===== src/rtl/mfd_consts.svh =====
// Purpose: Offsets, field positions and reset values of the flag and
//          DMA map registers
// Assumes: Byte addresses on an 8-bit register port, one word each
// Notes:   Definitions only
`ifndef MFD_CONSTS_SVH
`define MFD_CONSTS_SVH

// ****************************************
// Register offsets
// ****************************************
`define MFD_ADDR_W          8
`define MFD_OFS_MISC        8'h00
`define MFD_OFS_DMA_MAP     8'h04
`define MFD_OFS_ROUTE_CTRL  8'h08

// ****************************************
// Flag register fields
// ****************************************
`define MFD_MISC_EVT_IN     27
`define MFD_MISC_SDIS_HI    26
`define MFD_MISC_SDIS_LO    25
`define MFD_MISC_SUSP_HI    24
`define MFD_MISC_SUSP_LO    23
`define MFD_MISC_FLASH      22
`define MFD_MISC_EVT_OUT_HI 21
`define MFD_MISC_EVT_OUT_LO 20
`define MFD_MISC_SOFT_INTERRUPT      19
`define MFD_MISC_BOOT       14
`define MFD_MISC_SITE2      13
`define MFD_MISC_SITE1      12

// ****************************************
// DMA map and route control fields
// ****************************************
`define MFD_DMA_SEL_HI      1
`define MFD_DMA_SEL_LO      0
`define MFD_ROUTE_EN        0

// ****************************************
// Reset values
// ****************************************
`define MFD_RST_EVT_IN      1'b0
`define MFD_RST_SDIS        2'h3
`define MFD_RST_SUSP        2'h0
`define MFD_RST_FLASH       1'b0
`define MFD_RST_EVT_OUT     2'h0
`define MFD_RST_SOFT_INTERRUPT       1'b0
`define MFD_RST_DMA_SEL     2'h0
`define MFD_RST_ROUTE_EN    1'b0
`define MFD_RST_RDATA       32'h0000_0000

`endif


===== src/rtl/mfd_pkg.sv =====
// Purpose: Types shared by the flag and DMA map register block
// Assumes: Nothing beyond the constants header
// Notes:   Peripheral request lines travel as one packed group
package mfd_pkg;

  // ****************************************
  // DMA pair routing selections
  // ****************************************
  typedef enum logic [1:0] {
    MFD_SEL_AUDIO_RX_TX   = 2'h0,
    MFD_SEL_AUDIO_RX_CARD = 2'h1,
    MFD_SEL_AUDIO_TX_CARD = 2'h2,
    MFD_SEL_SERIAL_RX_TX  = 2'h3
  } mfd_dma_sel_t;

  // ****************************************
  // Peripheral request or acknowledge group, active low
  // ****************************************
  typedef struct packed {
    logic serial_tx;
    logic serial_rx;
    logic card;
    logic audio_tx;
    logic audio_rx;
  } mfd_periph_t;

  // ****************************************
  // Register port request
  // ****************************************
  typedef struct packed {
    logic [7:0]  addr;
    logic [31:0] wdata;
    logic        wr;
    logic        rd;
  } mfd_bus_req_t;

endpackage


===== src/rtl/mfd_top.sv =====
// Purpose: Flag register and DMA channel map register block
// Assumes: Register port strobes one cycle, never both at once
// Notes:   Read data valid only in the cycle after the read strobe
`timescale 1ns/1ps
`include "mfd_consts.svh"

module mfd_top (
  input  wire logic                 ref_clk,
  input  wire logic                 reset_n,
  input  wire logic [7:0]           reg_addr,
  input  wire logic [31:0]          reg_wdata,
  input  wire logic                 reg_wr,
  input  wire logic                 reg_rd,
  output logic      [31:0]          reg_rdata,
  input  wire logic                 daughter_event_in,
  input  wire logic                 boot_master_site,
  input  wire logic                 site1_absent,
  input  wire logic                 site2_absent,
  output logic                      dev_ctrl_suspend_line,
  output logic                      dev_ctrl_suspend_line_oe,
  output logic                      host_ctrl_suspend_line,
  output logic                      host_ctrl_suspend_line_oe,
  output logic                      flash_select,
  output logic      [1:0]           daughter_event_out,
  output logic                      soft_interrupt,
  input  wire mfd_pkg::mfd_periph_t periph_req_n,
  output mfd_pkg::mfd_periph_t      periph_ack_n,
  output logic      [1:0]           dma_req_ack_pair_n_req,
  input  wire logic [1:0]           dma_req_ack_pair_n_ack
);

  mfd_pkg::mfd_bus_req_t req;
  mfd_pkg::mfd_dma_sel_t dma_sel;
  logic                  route_en;
  logic                  hit_misc;
  logic                  hit_dma;
  logic                  hit_route;
  logic                  wr_misc;
  logic [31:0]           misc_word;
  logic [31:0]           dma_word;
  logic [31:0]           route_word;
  logic [31:0]           next_rdata;

  // ****************************************
  // Address decode
  // ****************************************
  assign req       = '{addr: reg_addr, wdata: reg_wdata,
                       wr: reg_wr, rd: reg_rd};
  assign hit_misc  = req.addr == `MFD_OFS_MISC;
  assign hit_dma   = req.addr == `MFD_OFS_DMA_MAP;
  assign hit_route = req.addr == `MFD_OFS_ROUTE_CTRL;
  assign wr_misc   = req.wr && hit_misc;

  // ****************************************
  // Flag register
  // ****************************************
  mfd_misc_reg u_misc (
    .ref_clk                   (ref_clk),
    .reset_n                   (reset_n),
    .wr_en                     (wr_misc),
    .wdata                     (req.wdata),
    .daughter_event_in         (daughter_event_in),
    .boot_master_site          (boot_master_site),
    .site1_absent              (site1_absent),
    .site2_absent              (site2_absent),
    .rdata                     (misc_word),
    .dev_ctrl_suspend_line     (dev_ctrl_suspend_line),
    .dev_ctrl_suspend_line_oe  (dev_ctrl_suspend_line_oe),
    .host_ctrl_suspend_line    (host_ctrl_suspend_line),
    .host_ctrl_suspend_line_oe (host_ctrl_suspend_line_oe),
    .flash_select              (flash_select),
    .daughter_event_out        (daughter_event_out),
    .soft_interrupt            (soft_interrupt)
  );

  // ****************************************
  // DMA map and route control registers
  // ****************************************
  always_ff @(posedge ref_clk) begin
    if (!reset_n) begin
      dma_sel  <= mfd_pkg::mfd_dma_sel_t'(`MFD_RST_DMA_SEL);
      route_en <= `MFD_RST_ROUTE_EN;
    end else begin
      if (req.wr && hit_dma) begin
        dma_sel <= mfd_pkg::mfd_dma_sel_t'(
          req.wdata[`MFD_DMA_SEL_HI:`MFD_DMA_SEL_LO]);
      end
      if (req.wr && hit_route) begin
        route_en <= req.wdata[`MFD_ROUTE_EN];
      end
    end
  end

  assign dma_word   = {30'h0000_0000, dma_sel};
  assign route_word = {31'h0000_0000, route_en};

  // ****************************************
  // DMA pair steering
  // ****************************************
  mfd_dma_route u_route (
    .dma_sel      (dma_sel),
    .route_en     (route_en),
    .periph_req_n (periph_req_n),
    .chan_ack_n   (dma_req_ack_pair_n_ack),
    .chan_req_n   (dma_req_ack_pair_n_req),
    .periph_ack_n (periph_ack_n)
  );

  // ****************************************
  // Read data, one cycle after the strobe
  // ****************************************
  assign next_rdata = !req.rd   ? `MFD_RST_RDATA :
                      hit_misc  ? misc_word :
                      hit_dma   ? dma_word :
                      hit_route ? route_word : `MFD_RST_RDATA;

  always_ff @(posedge ref_clk) begin
    if (!reset_n) begin
      reg_rdata <= `MFD_RST_RDATA;
    end else begin
      reg_rdata <= next_rdata;
    end
  end

endmodule


===== src/rtl/mfd_misc_reg.sv =====
// Purpose: Flag register storage and the pins it drives
// Assumes: Pin inputs synchronous to ref_clk
// Notes:   Suspend lines are released, not driven, when disabled
`timescale 1ns/1ps
`include "mfd_consts.svh"

module mfd_misc_reg (
  input  wire logic        ref_clk,
  input  wire logic        reset_n,
  input  wire logic        wr_en,
  input  wire logic [31:0] wdata,
  input  wire logic        daughter_event_in,
  input  wire logic        boot_master_site,
  input  wire logic        site1_absent,
  input  wire logic        site2_absent,
  output logic      [31:0] rdata,
  output logic             dev_ctrl_suspend_line,
  output logic             dev_ctrl_suspend_line_oe,
  output logic             host_ctrl_suspend_line,
  output logic             host_ctrl_suspend_line_oe,
  output logic             flash_select,
  output logic      [1:0]  daughter_event_out,
  output logic             soft_interrupt
);

  logic       evt_in;
  logic [1:0] suspend_ctrl_disable;
  logic [1:0] suspend;
  logic       next_evt_in;

  // ****************************************
  // Event input capture, set wins over write
  // ****************************************
  assign next_evt_in = daughter_event_in ? 1'b1 :
                       wr_en ? wdata[`MFD_MISC_EVT_IN] : evt_in;

  always_ff @(posedge ref_clk) begin
    if (!reset_n) begin
      evt_in               <= `MFD_RST_EVT_IN;
      suspend_ctrl_disable <= `MFD_RST_SDIS;
      suspend              <= `MFD_RST_SUSP;
      flash_select         <= `MFD_RST_FLASH;
      daughter_event_out   <= `MFD_RST_EVT_OUT;
      soft_interrupt       <= `MFD_RST_SOFT_INTERRUPT;
    end else begin
      evt_in <= next_evt_in;
      if (wr_en) begin
        suspend_ctrl_disable <=
          wdata[`MFD_MISC_SDIS_HI:`MFD_MISC_SDIS_LO];
        suspend              <=
          wdata[`MFD_MISC_SUSP_HI:`MFD_MISC_SUSP_LO];
        flash_select         <= wdata[`MFD_MISC_FLASH];
        daughter_event_out   <=
          wdata[`MFD_MISC_EVT_OUT_HI:`MFD_MISC_EVT_OUT_LO];
        soft_interrupt       <= wdata[`MFD_MISC_SOFT_INTERRUPT];
      end
    end
  end

  // ****************************************
  // Suspend pins
  // ****************************************
  assign dev_ctrl_suspend_line     = suspend[0];
  assign host_ctrl_suspend_line    = suspend[1];
  assign dev_ctrl_suspend_line_oe  = ~suspend_ctrl_disable[0];
  assign host_ctrl_suspend_line_oe = ~suspend_ctrl_disable[1];

  // ****************************************
  // Read word, undefined ranges as zero
  // ****************************************
  assign rdata = {4'h0, evt_in, suspend_ctrl_disable, suspend,
                  flash_select, daughter_event_out, soft_interrupt,
                  4'h0, boot_master_site, site2_absent, site1_absent,
                  12'h000};

endmodule


===== src/rtl/mfd_dma_route.sv =====
// Purpose: Routes two DMA request and acknowledge pairs to peripherals
// Assumes: All request and acknowledge lines active low
// Notes:   Pure steering, no transfer logic
`timescale 1ns/1ps

module mfd_dma_route (
  input  wire mfd_pkg::mfd_dma_sel_t dma_sel,
  input  wire logic                  route_en,
  input  wire mfd_pkg::mfd_periph_t  periph_req_n,
  input  wire logic [1:0]            chan_ack_n,
  output logic      [1:0]            chan_req_n,
  output mfd_pkg::mfd_periph_t       periph_ack_n
);

  logic sel_aud_rt;
  logic sel_aud_rc;
  logic sel_aud_tc;
  logic sel_ser;
  logic ch0_src_n;
  logic ch1_src_n;

  // ****************************************
  // Selection decode
  // ****************************************
  assign sel_aud_rt = route_en && dma_sel == mfd_pkg::MFD_SEL_AUDIO_RX_TX;
  assign sel_aud_rc = route_en && dma_sel == mfd_pkg::MFD_SEL_AUDIO_RX_CARD;
  assign sel_aud_tc = route_en && dma_sel == mfd_pkg::MFD_SEL_AUDIO_TX_CARD;
  assign sel_ser    = route_en && dma_sel == mfd_pkg::MFD_SEL_SERIAL_RX_TX;

  // ****************************************
  // Requests toward the external controller
  // ****************************************
  assign ch0_src_n = (sel_aud_rt || sel_aud_rc) ? periph_req_n.audio_rx :
                     sel_aud_tc ? periph_req_n.audio_tx :
                     sel_ser    ? periph_req_n.serial_rx : 1'b1;
  assign ch1_src_n = sel_aud_rt ? periph_req_n.audio_tx :
                     (sel_aud_rc || sel_aud_tc) ? periph_req_n.card :
                     sel_ser    ? periph_req_n.serial_tx : 1'b1;
  assign chan_req_n = {ch1_src_n, ch0_src_n};

  // ****************************************
  // Acknowledges back to peripherals
  // ****************************************
  assign periph_ack_n = '{
    serial_tx: sel_ser ? chan_ack_n[1] : 1'b1,
    serial_rx: sel_ser ? chan_ack_n[0] : 1'b1,
    card:      (sel_aud_rc || sel_aud_tc) ? chan_ack_n[1] : 1'b1,
    audio_tx:  sel_aud_rt ? chan_ack_n[1] :
               sel_aud_tc ? chan_ack_n[0] : 1'b1,
    audio_rx:  (sel_aud_rt || sel_aud_rc) ? chan_ack_n[0] : 1'b1
  };

endmodule


===== config.mk =====
export PLATFORM = sky130hd
export DESIGN_NAME = mfd_top
export DESIGN_NICKNAME = d
export VERILOG_FILES = /design/src/rtl/mfd_pkg.sv /design/src/rtl/mfd_top.sv /design/src/rtl/mfd_misc_reg.sv /design/src/rtl/mfd_dma_route.sv
export VERILOG_INCLUDE_DIRS = /design/src /design/src/rtl
export SDC_FILE = /design/constraint.sdc
export NUM_CORES = 1
export LEC_CHECK = 0
export BUFFER_PORTS_ARGS = -buffer_cell sky130_fd_sc_hd__buf_2
export CORE_UTILIZATION = 35
export DETAILED_ROUTE_END_ITERATION = 12
export PLACE_DENSITY = 0.74
export SETUP_SLACK_MARGIN = 0.15
export SLEW_MARGIN = 30
export SYNTH_ARGS = -nofsm -noshare
export SYNTH_HDL_FRONTEND = slang
export SYNTH_SLANG_ARGS = --single-unit

===== constraint.sdc =====
create_clock -name ref_clk -period 1.6 [get_ports ref_clk]
set_input_delay 0.24 -clock ref_clk [delete_from_list [all_inputs] [get_ports ref_clk]]
set_output_delay 0.24 -clock ref_clk [all_outputs]
set_load 0.01 [all_outputs]

==> metrics.md <==
| Metric | Value |
|---|---|
| Via count | `about 1100` |
| DRT Pass-1 Iters | `4` |
| Syn Inst Count | `132` |
| Top post-synthesis cells by area | `dfxtp_1 (42%), buf_4 (14%), mux2i_1 (11%)` |
| Detail Route Antenna Nets | `0` |
| Ys Warns | `0` |
| HPWL Detailed | `roughly 1.8 mm` |
| Worst VDD drop | `0.311 mV` |
| Final nets | `257` |
| #FFs+latches synth | `26` |
| Chip Width | `61.5 µm` |
| Status | `completed` |
| Clock skew | `around 0.0039 ns` |
| Post-synth EDFFs | `0` |
| Share of layout cells above drive strength 1 | `0.453` |
| Die area | `between 0.003 and 0.004 mm²` |
| Root Driver | `clkbuf_4` |
| Met2 wire len | `1.29 mm` |
| PD cells | `just over 700 mW/mm²` |
| Critical path's largest stage delay | `0.36 ns` |
| Residual DRC | `0` |
| I/O Buffers | `62` |
| WP data required | `about 1.4 ns` |
| Row count | `21` |
| Async set-or-reset flop fraction in the synthesized netlist | `0` |
| Initial antenna violation count | `0` |
| Wire length on met3 | `roughly 170 µm` |
| Sequential area share after synthesis | `0.421` |
| M1 WL | `1.02 mm` |
| CTS Buf Count | `3` |
| Gr usage total | `0.130` |
| Final hold violation count | `0` |
| Worst-path clk slew | `~0.14 ns` |
| Design area | `approximately 0.0017 mm²` |
| Count leader, synth | `dfxtp_1` |
| Min Hold Slack | `between 0.1 and 0.15 ns` |
| Post-Syn Area | `0.00124 mm²` |
| Synth area leader | `dfxtp_1` |
| Wire per inst | `10.1 µm` |
| Clock Path Buffers | `2` |
| DIE HEIGHT | `61.5 µm` |
| Slowest stage cell, crit path | `dfxtp_2` |
| IO Count | `102` |
| LEAKAGE | `between 0.8 and 0.9 nW` |
| Crit path kind | `flip-flop to output pin` |
| Worst Path Arrival | `about 1.3 ns` |
| CP Max Fanout | `2` |
| Area share of the largest cell type after synthesis | `0.421` |
| Post-synthesis area per instance | `9.37 µm²` |
| Clk Latency, worst-skew pair | `approximately 0.31 ns` |
| Max-slew violation count | `0` |
| 1st-iter DRT viols | `33` |
| Fin crit period | `~1.5 ns` |
| Hold WC Path Type | `input port to flip-flop` |
| Final setup violation count | `0` |
| CORE AREA | `about 0.0034 mm²` |
| Critical path's top delay family | `multiplexers` |
| Dominant synthesized flop cell | `dfxtp_1` |
| Initial Util | `0.368` |
| First-pass GRT wire length | `3.60 mm` |
| Buf+Inv Stages, Crit Path | `1` |
| CTS tree | `built` |
| CTS Sinks | `26` |
| GP Congestion | `around 0.75` |
| Critical-path cell list | `mux2_4 -> mux2i_1 -> nand2_1 -> buf_2` |
| Final worst-path cycle share | `0.954` |
| Final WL | `between 2 and 2.5 mm` |
| Total global routing overflow | `0` |
| H-tree depth | `1` |
| Via count of the first global-routing pass | `~850` |
| Fmax | `~0.65 GHz` |
| Critical path capture point type | `output pin` |
| Startpoint types | `flip-flop` |
| Via/cell ratio | `roughly 4.3` |
| Largest net degree at the start of global routing | `21` |
| Post-DP Area | `roughly 0.0015 mm²` |
| DR top layer | `met4` |
| Cts hold-fix bufs | `0` |
| Max-cap viol count | `0` |
| Yosys cell types | `28` |
| Synthesis-to-layout area growth | `36.8%` |
| Inserted Diodes | `0` |
| RSZ-0062 raised after global routing | `yes` |
| Setup TNS | `0 ns` |
| Synth cell count leaders | `dfxtp_1 (26), buf_4 (23), nand2_1 (21), mux2i_1 (13), and2_1 (12)` |
-- where the power goes --
part           leakage (nW)  total, W  switching [W]  internal, W
Clock                0.0279  0.000439       0.000186     0.000253
Combinational         0.598  0.000108      0.0000607    0.0000478
Sequential            0.212  0.000649     0.00000101     0.000648
-- routing by layer --
metal,up-vias,global-route usage
met5,-,0
met2,41,0.239
li1,539,-
met4,0,0.0381
met3,2,0.0294
met1,491,0.151
-- final timing paths --
kind | start | end | slack, ns | depth (start not counted)
setup / recovery | dma_sel[0] | dma_req_ack_pair_n_req[0] | 0.07 | 4
hold / removal | boot_master_site | reg_rdata[14] | 0.11 | 2
setup reg to reg | dma_sel[1] | dma_sel[1] | 0.64 | 5
hold reg to reg | u_misc.suspend_ctrl_disable[0] | reg_rdata[25] | 0.46 | 1
-- timing repair --
action	CTS	global route
gates cloned	0	0
buffers inserted	5	2
setup endpoints to repair	7	7
gates resized for setup	9	5
pin swaps	5	1
-- cells by family after synthesis --
family	Yosys count	share of synthesized area
other cells	1	0.00303
compound gates	4	0.0263
mux	15	0.123
buf+inv	30	0.162
simple gates	55	0.258
flops	26	0.421
xor+xnor	1	0.00708
-- state kept, by name, indices dropped and copies added, names as in the netlist --
register / flops
reg_rdata: 14
u_misc.flash_select: 1
u_misc.evt_in: 1
route_en: 1
u_misc.soft_interrupt: 1
u_misc.daughter_event_out: 2
u_misc.suspend_ctrl_disable: 2
u_misc.suspend: 2
dma_sel: 2
-- layout make-up --
type | instances | area [µm²]
fill | 332 | 1670
tap | 46 | 57.6
timing repair buffer | 76 | 449
multi-input combinational | 93 | 599
sequential | 26 | 527
clock inverter | 1 | 30.0
inverter | 2 | 7.51
clock buffer | 3 | 22.5
-- placed cells by master (no fill, tap or decap), types with 2 or more instances in the layout --
master    count
buf_2        61
dfxtp_1      23
nand2_1      21
conb_1       18
mux2i_1      13
and2_1       12
buf_4         9
buf_6         5
nand4_1       3
clkbuf_4      3
inv_1         2
nor2_1        2
o211ai_1      2
nor2b_1       2
nand3_1       2
nor3_1        2
dfxtp_2       2
-- stage by stage --
stage	setup WS [ns]	power, W	instances	utilization
global route	0.00683	0.00125	247	0.503
finish	0.0728	0.00120	247	0.503
floorplan	0.166	0.000747	149	-
detailed placement	0.0629	0.000770	236	0.458
CTS	0.0463	0.00121	245	0.493
global placement	0.0815	0.000768	236	0.458
Note: power is estimated with default switching activity, not from simulation.
